$ cat src/inc/ctc_map.svh
`ifndef CTC_MAP_SVH
`define CTC_MAP_SVH

// Register offsets on the plain register port
`define CTC_OFS_CTRL 4'h0
`define CTC_OFS_CNT_LO 4'h1
`define CTC_OFS_CNT_HI 4'h2
`define CTC_OFS_CAP_LO 4'h3
`define CTC_OFS_CAP_HI 4'h4
`define CTC_OFS_STATUS 4'h5
`define CTC_OFS_MASK 4'h6

// Control register field positions
`define CTC_CTRL_CRS_BIT 0
`define CTC_CTRL_CS_BIT 1
`define CTC_CTRL_RUN_BIT 2
`define CTC_CTRL_EXEN_BIT 3
`define CTC_CTRL_TXB_BIT 6
`define CTC_CTRL_RXB_BIT 7
`define CTC_CTRL_USED 8'hcf

// Status and mask field positions
`define CTC_ST_OVF_BIT 0
`define CTC_ST_EXT_BIT 1
`define CTC_ST_USED 8'h03

// Reset values
`define CTC_CTRL_RST 8'h00
`define CTC_CNT_RST 16'h0000
`define CTC_CAP_RST 16'h0000
`define CTC_STATUS_RST 8'h00
`define CTC_MASK_RST 8'h03

// Machine-cycle timing in oscillator periods
`define CTC_MC_CLKS 12
`define CTC_EDGE_CLKS 24
`define CTC_UPDATE_IDX 4'h4
`define CTC_SAMPLE_IDX 4'h9
`define CTC_LAST_IDX 4'hb

`endif

$ cat src/inc/ctc_pkg.sv
package ctc_pkg;

    // Operating modes of the timer
    typedef enum logic [1:0] {
        CTC_MODE_OFF,
        CTC_MODE_RELOAD,
        CTC_MODE_CAPTURE,
        CTC_MODE_BAUD
    } ctc_mode_e;

    // One register port request
    typedef struct packed {
        logic [3:0] addr;
        logic [7:0] wdata;
        logic wr;
        logic rd;
    } ctc_req_s;

endpackage : ctc_pkg
$ cat src/hdl/ctc_phase_gen.sv
`include "ctc_map.svh"

module ctc_phase_gen #(
    parameter int MC_CLKS = `CTC_MC_CLKS
) (
    input wire logic sys_clk,
    input wire logic reset,
    output logic sample_stb,
    output logic update_stb,
    output logic state_stb
);
    import ctc_pkg::*;

    logic [3:0] idx_r;

    // Phase logic assumes six states of two phases each
    if (MC_CLKS != 12) begin : g_chk
        $error("ctc_phase_gen: MC_CLKS must be 12");
    end

    // Oscillator period index within the machine cycle
    always_ff @(posedge sys_clk) begin
        if (reset) begin
            idx_r <= 4'h0;
        end else if (idx_r == `CTC_LAST_IDX) begin
            idx_r <= 4'h0;
        end else begin
            idx_r <= idx_r + 4'h1;
        end
    end

    // Phase strobes: sampling, count update, every state time
    assign sample_stb = (idx_r == `CTC_SAMPLE_IDX);
    assign update_stb = (idx_r == `CTC_UPDATE_IDX);
    assign state_stb = ~idx_r[0];

endmodule : ctc_phase_gen

$ cat src/hdl/ctc_timer.sv
// Decided for this implementation: the plain strobed port and the register addresses.
`include "ctc_map.svh"

module ctc_timer #(
    parameter int CNT_W = 16
) (
    input wire logic sys_clk,
    input wire logic reset,
    input ctc_pkg::ctc_req_s bus_req,
    input wire logic count_input_pin,
    input wire logic capture_trigger_pin,
    output logic [7:0] rd_data,
    output logic irq
);
    import ctc_pkg::*;

    logic [7:0] timer_control_reg_r;
    logic [CNT_W-1:0] count_r;
    logic [CNT_W-1:0] count_nxt;
    logic [CNT_W-1:0] cap_r;
    logic [7:0] status_r;
    logic [7:0] status_nxt;
    logic [7:0] mask_r;
    logic [7:0] mask_nxt;
    logic [7:0] rd_data_r;
    logic irq_r;
    logic [1:0] pins;
    logic [1:0] smp_r;
    logic [1:0] pend_r;
    logic sample_stb;
    logic update_stb;
    logic state_stb;
    logic run_control;
    logic counter_select;
    logic external_trigger_enable;
    ctc_mode_e mode;
    logic cnt_ev;
    logic tmr_ev;
    logic inc_ev;
    logic ovf_ev;
    logic ext_ev;
    logic cap_ev;
    logic [7:0] st_set;
    logic [7:0] st_clr;

    // The byte split of the count is fixed at two bytes
    if (CNT_W != 16) begin : g_chk
        $error("ctc_timer: CNT_W must be 16");
    end

    // Mode from run, baud selects and capture/reload select
    function automatic ctc_mode_e decode_mode(input logic [7:0] c);
        if (!c[`CTC_CTRL_RUN_BIT]) begin
            decode_mode = CTC_MODE_OFF;
        end else if (c[`CTC_CTRL_RXB_BIT] || c[`CTC_CTRL_TXB_BIT]) begin
            decode_mode = CTC_MODE_BAUD;
        end else if (c[`CTC_CTRL_CRS_BIT]) begin
            decode_mode = CTC_MODE_CAPTURE;
        end else begin
            decode_mode = CTC_MODE_RELOAD;
        end
    endfunction : decode_mode

    // Write strobe aimed at one register offset
    function automatic logic wr_hit(input ctc_req_s r, input logic [3:0] ofs);
        wr_hit = r.wr && (r.addr == ofs);
    endfunction : wr_hit

    ctc_phase_gen #(
        .MC_CLKS(`CTC_MC_CLKS)
    ) u_phase (
        .sys_clk(sys_clk),
        .reset(reset),
        .sample_stb(sample_stb),
        .update_stb(update_stb),
        .state_stb(state_stb)
    );

    // Control fields
    assign run_control = timer_control_reg_r[`CTC_CTRL_RUN_BIT];
    assign counter_select = timer_control_reg_r[`CTC_CTRL_CS_BIT];
    assign external_trigger_enable = timer_control_reg_r[`CTC_CTRL_EXEN_BIT];
    assign mode = decode_mode(timer_control_reg_r);
    assign pins = {capture_trigger_pin, count_input_pin};

    // Falling-edge detectors for the count pin and the trigger pin
    for (genvar i = 0; i < 2; i++) begin : g_edge
        always_ff @(posedge sys_clk) begin
            if (reset) begin
                smp_r[i] <= 1'b0;
                pend_r[i] <= 1'b0;
            end else begin
                if (sample_stb) begin
                    smp_r[i] <= pins[i];
                end
                if (sample_stb && smp_r[i] && !pins[i]) begin
                    pend_r[i] <= 1'b1;
                end else if (update_stb) begin
                    pend_r[i] <= 1'b0;
                end
            end
        end
    end

    // Count events: external edges, machine cycles or state times
    assign cnt_ev = counter_select && update_stb && pend_r[0];
    assign tmr_ev = !counter_select &&
        ((mode == CTC_MODE_BAUD) ? state_stb : update_stb);
    assign inc_ev = (mode != CTC_MODE_OFF) && (cnt_ev || tmr_ev);
    assign ovf_ev = inc_ev && (count_r == {CNT_W{1'b1}});
    assign ext_ev = (mode != CTC_MODE_OFF) && external_trigger_enable &&
        update_stb && pend_r[1];
    assign cap_ev = ext_ev && (mode == CTC_MODE_CAPTURE);

    // Next count: software write, then reload, then increment
    always_comb begin
        count_nxt = count_r;
        if (ext_ev && (mode == CTC_MODE_RELOAD)) begin
            count_nxt = cap_r;
        end else if (ovf_ev && (mode != CTC_MODE_CAPTURE)) begin
            count_nxt = cap_r;
        end else if (inc_ev) begin
            count_nxt = count_r + 16'h0001;
        end
        if (wr_hit(bus_req, `CTC_OFS_CNT_LO)) begin
            count_nxt[7:0] = bus_req.wdata;
        end
        if (wr_hit(bus_req, `CTC_OFS_CNT_HI)) begin
            count_nxt[15:8] = bus_req.wdata;
        end
    end

    // Count bytes
    always_ff @(posedge sys_clk) begin
        if (reset) begin
            count_r <= `CTC_CNT_RST;
        end else begin
            count_r <= count_nxt;
        end
    end

    // Capture bytes; a capture event wins over a software write
    always_ff @(posedge sys_clk) begin
        if (reset) begin
            cap_r <= `CTC_CAP_RST;
        end else if (cap_ev) begin
            cap_r <= count_r;
        end else begin
            if (wr_hit(bus_req, `CTC_OFS_CAP_LO)) begin
                cap_r[7:0] <= bus_req.wdata;
            end
            if (wr_hit(bus_req, `CTC_OFS_CAP_HI)) begin
                cap_r[15:8] <= bus_req.wdata;
            end
        end
    end

    // Control register
    always_ff @(posedge sys_clk) begin
        if (reset) begin
            timer_control_reg_r <= `CTC_CTRL_RST;
        end else if (wr_hit(bus_req, `CTC_OFS_CTRL)) begin
            timer_control_reg_r <= bus_req.wdata & `CTC_CTRL_USED;
        end
    end

    // Sticky flags, write one to clear, a new event wins over the clear
    always_comb begin
        st_set = 8'h00;
        st_set[`CTC_ST_OVF_BIT] = ovf_ev && (mode != CTC_MODE_BAUD);
        st_set[`CTC_ST_EXT_BIT] = ext_ev;
        st_clr = wr_hit(bus_req, `CTC_OFS_STATUS) ? bus_req.wdata : 8'h00;
        status_nxt = ((status_r & ~st_clr) | st_set) & `CTC_ST_USED;
    end

    always_ff @(posedge sys_clk) begin
        if (reset) begin
            status_r <= `CTC_STATUS_RST;
        end else begin
            status_r <= status_nxt;
        end
    end

    // Interrupt mask; next value also feeds the interrupt line
    always_comb begin
        mask_nxt = mask_r;
        if (wr_hit(bus_req, `CTC_OFS_MASK)) begin
            mask_nxt = bus_req.wdata & `CTC_ST_USED;
        end
    end

    always_ff @(posedge sys_clk) begin
        if (reset) begin
            mask_r <= `CTC_MASK_RST;
        end else begin
            mask_r <= mask_nxt;
        end
    end

    // One interrupt line; mask and flag changes show in the same cycle
    always_ff @(posedge sys_clk) begin
        if (reset) begin
            irq_r <= 1'b0;
        end else begin
            irq_r <= |(status_nxt & mask_nxt);
        end
    end

    // Read data stand only in the cycle after the read strobe
    always_ff @(posedge sys_clk) begin
        if (reset || !bus_req.rd) begin
            rd_data_r <= 8'h00;
        end else begin
            case (bus_req.addr)
                `CTC_OFS_CTRL: rd_data_r <= timer_control_reg_r;
                `CTC_OFS_CNT_LO: rd_data_r <= count_r[7:0];
                `CTC_OFS_CNT_HI: rd_data_r <= count_r[15:8];
                `CTC_OFS_CAP_LO: rd_data_r <= cap_r[7:0];
                `CTC_OFS_CAP_HI: rd_data_r <= cap_r[15:8];
                `CTC_OFS_STATUS: rd_data_r <= status_r;
                `CTC_OFS_MASK: rd_data_r <= mask_r;
                default: rd_data_r <= 8'h00;
            endcase
        end
    end

    assign rd_data = rd_data_r;
    assign irq = irq_r;

    // A software write touches the count in this cycle
    logic cnt_wr;
    assign cnt_wr = wr_hit(bus_req, `CTC_OFS_CNT_LO) ||
        wr_hit(bus_req, `CTC_OFS_CNT_HI);
endmodule : ctc_timer

$ cat config.mk
export PLATFORM = sky130hd
export DESIGN_NAME = ctc_timer
export DESIGN_NICKNAME = d
export VERILOG_FILES = /design/src/inc/ctc_pkg.sv /design/src/hdl/ctc_phase_gen.sv /design/src/hdl/ctc_timer.sv
export VERILOG_INCLUDE_DIRS = /design/src /design/src/inc
export SDC_FILE = /design/constraint.sdc
export NUM_CORES = 1
export LEC_CHECK = 0
export ABC_CLOCK_PERIOD_IN_PS = 3800
export BUFFER_PORTS_ARGS = -buffer_cell sky130_fd_sc_hd__buf_2
export CORE_ASPECT_RATIO = 1.2
export CORE_MARGIN = 8
export CORE_UTILIZATION = 65
export DETAILED_ROUTE_END_ITERATION = 6
export GPL_ROUTABILITY_DRIVEN = 0
export HOLD_SLACK_MARGIN = 0.08
export PLACE_DENSITY_LB_ADDON = 0.25
export REMOVE_ABC_BUFFERS = 1
export SYNTH_ARGS = -nofsm -noshare
export SYNTH_HDL_FRONTEND = slang
export SYNTH_SLANG_ARGS = --single-unit
$ cat constraint.sdc
create_clock -name sys_clk -period 3.8 [get_ports sys_clk]
set_input_delay 0.57 -clock sys_clk [delete_from_list [all_inputs] [get_ports sys_clk]]
set_output_delay 0.57 -clock sys_clk [all_outputs]
set_load 0.02 [all_outputs]
==> results of run 1 <==
layout make-up:
class | instances | area share [%]
timing repair buffer | 29 | 3.98
clock inverter | 3 | 1.76
clock buffer | 13 | 4.66
multi-input combinational | 323 | 56.4
tap | 62 | 2.02
sequential | 59 | 30.8
inverter | 4 | 0.391
per-layer routing:
layer	vias to the layer above	track usage, %
met5	-	0
met3	45	4.11
met4	0	21.2
met1	1585	30.7
li1	1571	-
met2	164	41.1
critical path, stage by stage (launching register included):
cell	delay, ps
dfxtp_1	400
inv_1	80
ha_1	220
nand3b_2	180
o21ai_2	120
a21oi_2	730
or3_1	220
a21oi_1	80
a2111oi_2	320
power groups by stage:
stage | Clock, uW | Sequential, uW | Combinational, uW
detailed placement | 0 | 650 | 82.3
global route | 725 | 637 | 91.9
finish | 695 | 636 | 85.1
global placement | 0 | 649 | 80.7
CTS | 700 | 636 | 83.1
floorplan | 0 | 647 | 39.3
sequential cells by signal, summed over array words and instances, names as in the netlist:
register and flops:
u_phase.idx_r 4, irq 1, pend_r 2, rd_data 8
timer_control_reg_r 6, count_r 16, smp_r 2, mask_r 2
cap_r 16, status_r 2
kinds of logic after synthesis:
| logic type | share of synthesized area [%] |
|---|---|
| xor+xnor | 1.51 |
| flops | 34.0 |
| buf+inv | 3.93 |
| simple gates | 26.5 |
| mux | 8.07 |
| fa+ha+maj | 1.44 |
| compound gates | 24.5 |
cells in the final DEF, fill, tap and decap left out, types with 6 or more instances in the layout:
master	Yosys	routed
dfxtp_1	59	59
nor2_1	44	44
nand2_1	32	32
a21oi_1	29	29
mux2i_1	28	28
buf_2	7	26
a211oi_1	18	18
nand3_1	17	17
a22oi_1	14	14
clkbuf_8	0	13
and3_1	12	12
nand2b_1	10	10
o21ai_0	9	9
and2_1	8	8
a31oi_1	8	8
nand4_1	7	7
or3_1	6	6
o22ai_1	6	6
a2111oi_2	6	6
worst max path at each step:
stage,start,to,slack [ps],depth (start not counted)
after global placement,bus_req[13],cap_r[13],1400,6
after floorplan,bus_req[13],timer_control_reg_r[0],1650,4
after global routing,u_phase.idx_r[0],count_r[9],1180,8
after detailed placement,bus_req[13],cap_r[10],1370,6
after CTS,u_phase.idx_r[0],count_r[10],1410,8
final,u_phase.idx_r[0],count_r[11],1360,8
stage by stage:
stage | cell area, sq um | utilization (%) | setup WS (ps)
after floorplan | 3350 | - | 1650
after global placement | 3590 | 68.7 | 1400
after detailed placement | 3590 | 68.7 | 1370
after CTS | 3840 | 73.4 | 1410
after global routing | 3840 | 73.4 | 1180
final | 3840 | 73.4 | 1360
==> flow_summary.yaml, run 1 <==
status:
  status: "finished, final reports clean"
critical_path:
  reg2regPathDepth: 8
  r2r_slack_ps: 1360
  cp.arrival_ps: 2680
  cp-start-kind: "flop"
  critPathMaxFanout: 22
  required_ps: 4040
  worst_setup_path_end_kind: "flop"
  r2r-start: "u_phase.idx_r[0]"
  critical_path.reg2reg.endpoint: "count_r[11]"
  worstSetupPathType: "reg2reg"
logic_synthesis:
  synth_ff_type: "dfxtp_1"
  netlist_top_cells_area: "dfxtp_1 (34%), mux2i_1 (8.1%), nor2_1 (4.8%)"
  syn_avg_cell_area_sq_um: 8.41
  netlist_instances: 413
  synthArstFlopShare_pct: 0
  synth_top_area_share_pct: 34.0
  synth-edff-count: 0
  synth.most_common_cell: "dfxtp_1"
  synth_top_area_cell: "dfxtp_1"
  synth-seq-cells: 59
  synthTopCellsByCount: "dfxtp_1 (59), nor2_1 (44), nand2_1 (32)"
  yosysWarningCount: 0
  synth_area_sq_um: 3470
  synth_cell_types: 66
  yosysSeqAreaShare_pct: 34.0
sta:
  min_period_ps: 2440
  fmax_mhz: 409
  finalSetupViolations: 0
  fin_worst_hold_slack_ps: 480
  finalSetupTns_ps: 0
  slew_headroom_pct: 37.8
  hold_viol_final: 0
  skew_ps: 10.2
  rsz0062_at_grt: "false"
  final_max_slew_viol_count: 0
  tightestPinTransition_ps: 934
  fin_crit_sh_pct: 64.3
pwr:
  p_seq_share_pct: 44.9
  pwr-share-clk_pct: 49.1
  irDropWorstVdd_v: 0.000303
  combPwrFrac_pct: 6.0
  power_density_nw_per_um2: 369
  p_sw_share_pct: 22.7
  total_power_uw: 1420
  intPower_uw: 1090
  leakage_uw: 0.00153
  power_switching_uw: 322
run:
  cap_viol_max_count: 0
cts:
  cts_tree: "built"
  cts_buffers: 9
  clock-root-buffer: "clkbuf_8"
  cts_max_level: 3
  cts_sinks: 59
  cts_resized: 0
  path_clk_slew_ps: 70
  post-cts-setup-buffers: 0
  hold_buffers: 0
  clock_latency_ps: 350
  clk_path_buf_depth: 2
finish:
  drive_gt1_share_pct: 16.5
  seq_area_sq_um: 1180
  multi_input_area_sq_um: 2160
  syn_to_final_growth_pct: 10.4
  final_nets: 448
  diodes: 0
  n_fill_cell: 432
  fin_cells: 493
grt:
  grt_overflow_total: 0
  grt_usage_pct: 26.2
  antenna_found_initial: 0
  grt_pass1_wl_um: 15900
  grt_pass1_vias: 3200
  grt_max_degree: 35
routing:
  dr.pass1.iters: 5
  top_layer: "met4"
  vias: 3365
  ant_nets: 0
  met3_length_um: 679
  via_per_inst: 6.83
  drc: 0
  drt_iter0_drc: 352
  wl_met1_um: 4020
  drt-total-wl_um: 9970
  met2WireLength_um: 4670
  post_drt_wl_per_cell_um: 20.2
die:
  die-area_sq_um: 7950
  die_h_um: 96.1
  ios: 27
  initial_core_util_pct: 66.5
  rows: 29
  fp.dieW_um: 82.7
  coreArea_sq_um: 5230
worst_hold_path:
  hold_end: "smp_r[0]"
  hold_depth: 3
  hold_path.class: "in2reg"
  hp-start: "count_input_pin"
placed_design:
  dp_cells: 477
  port_buffers: 26
  hpwlAfterDp_um: 6930
Note: power is estimated with default switching activity, not from simulation.
==> run 2, diff against run 1 <==
--- a/config.mk
+++ b/config.mk
@@ -6,11 +6,11 @@
 export SDC_FILE = /design/constraint.sdc
 export NUM_CORES = 1
 export LEC_CHECK = 0
-export ABC_CLOCK_PERIOD_IN_PS = 3800
+export ABC_CLOCK_PERIOD_IN_PS = 2400
 export BUFFER_PORTS_ARGS = -buffer_cell sky130_fd_sc_hd__buf_2
 export CORE_ASPECT_RATIO = 1.2
 export CORE_MARGIN = 8
-export CORE_UTILIZATION = 65
+export CORE_UTILIZATION = 60
 export DETAILED_ROUTE_END_ITERATION = 6
 export GPL_ROUTABILITY_DRIVEN = 0
 export HOLD_SLACK_MARGIN = 0.08
==> constraint.sdc (replaced) <==
create_clock -name sys_clk -period 2.4 [get_ports sys_clk]
set_input_delay 0.36 -clock sys_clk [delete_from_list [all_inputs] [get_ports sys_clk]]
set_output_delay 0.36 -clock sys_clk [all_outputs]
set_load 0.02 [all_outputs]
==> flow_summary.yaml, run 2 (synthesis results as in run 1) <==
finish:
  syn_to_final_growth_pct: 11.8
  drive_gt1_share_pct: 18.7
  layout_common_cells: "dfxtp_1 (59), nor2_1 (44), nand2_1 (32)"
  mostFrequentLayoutCell: "dfxtp_1"
  final_nets: 460
  stdcell_area_sq_um: 3880
  fin_cells: 507
  diodes: 0
sta:
  slew_headroom_pct: 62.8
  finalSetupTns_ps: 0
  min_period_ps: 2210
  rsz0062_at_grt: "false"
  fmax_mhz: 452
  final_max_slew_viol_count: 0
  fin_crit_sh_pct: 92.2
  hold_viol_final: 0
  skew_ps: 7.22
  post-route-worst-setup-slack_ps: 186
  finalSetupViolations: 0
  tightestPinTransition_ps: 556
grt:
  grt_max_degree: 34
  antenna_found_initial: 0
  grt_usage_pct: 25.7
  grt_pass1_vias: 3434
  grt_overflow_total: 0
  grt_pass1_wl_um: 17300
routing:
  ant_nets: 0
  post_drt_wl_per_cell_um: 20.1
  drc: 0
  dr.pass1.iters: 5
  via_per_inst: 6.73
  drt_iter0_drc: 422
  drt-total-wl_um: 10200
  vias: 3410
worst_hold_path:
  hold_depth: 3
  hold_end: "smp_r[1]"
  hp-start: "capture_trigger_pin"
  hold_path.class: "in2reg"
die:
  die_h_um: 99.4
  ios: 27
  initial_core_util_pct: 61.7
  coreArea_sq_um: 5630
  die-area_sq_um: 8490
  fp.dieW_um: 85.5
  rows: 30
cts:
  cts_resized: 0
  path_clk_slew_ps: 70
  cts_buffers: 9
  clock_latency_ps: 350
  clock-root-buffer: "clkbuf_8"
  cts_max_level: 3
  cts_tree: "built"
  cts_sinks: 59
  clk_path_buf_depth: 2
  post-cts-setup-buffers: 0
  hold_buffers: 0
critical_path:
  r2r-start: "count_r[1]"
  worstSetupPathType: "reg2reg"
  r2r_slack_ps: 190
  critical_path.reg2reg.endpoint: "irq"
  required_ps: 2670
  critPathMaxFanout: 6
  cp.arrival_ps: 2480
  cp-start-kind: "flop"
  worst_setup_path_end_kind: "flop"
  reg2regPathDepth: 7
pwr:
  power_density_nw_per_um2: 534
  leakage_uw: 0.00156
  total_power_uw: 2080
  irDropWorstVdd_v: 0.000445
run:
  cap_viol_max_count: 0
status:
  status: "finished, final reports clean"
placed_design:
  dp_cells: 491
  dpl_cell_area_sq_um: 3680
  port_buffers: 26
  hpwlAfterDp_um: 7110
  pre_cts_slack_ps: 245
[run 2: cell count changes in the layout (fill, tap and decap cells not counted)]
cell	before	now
bufinv_16	2	1
clkbuf_8	13	10
clkinv_2	0	1
clkinvlp_4	1	4
buf_4	3	15
[run 2: worst max-delay path by stage]
stage	start	end	slack (ps)
global route	count_r[1]	count_r[10]	60
global placement	count_r[1]	irq	330
floorplan	u_phase.idx_r[0]	count_r[13]	400
CTS	count_r[1]	irq	220
detailed placement	count_r[1]	irq	250
finish	count_r[1]	irq	190
[run 2: power breakdown]
group	internal, uW	switching (uW)
clock network	504	422
logic	49.8	95.7
registers	991	13.7
[run 2: cell type report]
cell class,count,area (sq um)
Tap cell,64,80.1
Fill cell,480,1750
Timing Repair Buffer,41,243
Sequential cell,59,1180
Multi-Input combinational cell,323,2160
Clock inverter,6,65.1
Clock buffer,10,138
Inverter,4,15.0
[run 2: per-layer routing]
layer	wire length, um	track usage (%)	vias to the layer above
li1	-	-	1588
met2	4880	41.2	160
met1	4020	29.3	1620
met5	0	0	-
met3	749	5.78	42
met4	545	18.5	0
[run 2: critical path, stage by stage, from the launching register on]
cell     delay, ps
dfxtp_1        430
ha_1           230
nand3_2        170
nor2_2         220
nand4_1        210
or4_1          500
a211o_1        310
o31ai_1         60
[run 2: per-stage QoR]
| step | utilization, % | hold WS, ps |
|---|---|---|
| after floorplan | - | 425 |
| after global placement | 65.4 | 468 |
| after detailed placement | 65.4 | 481 |
| after CTS | 69.0 | 244 |
| after global routing | 69.0 | 283 |
| final | 69.0 | 251 |
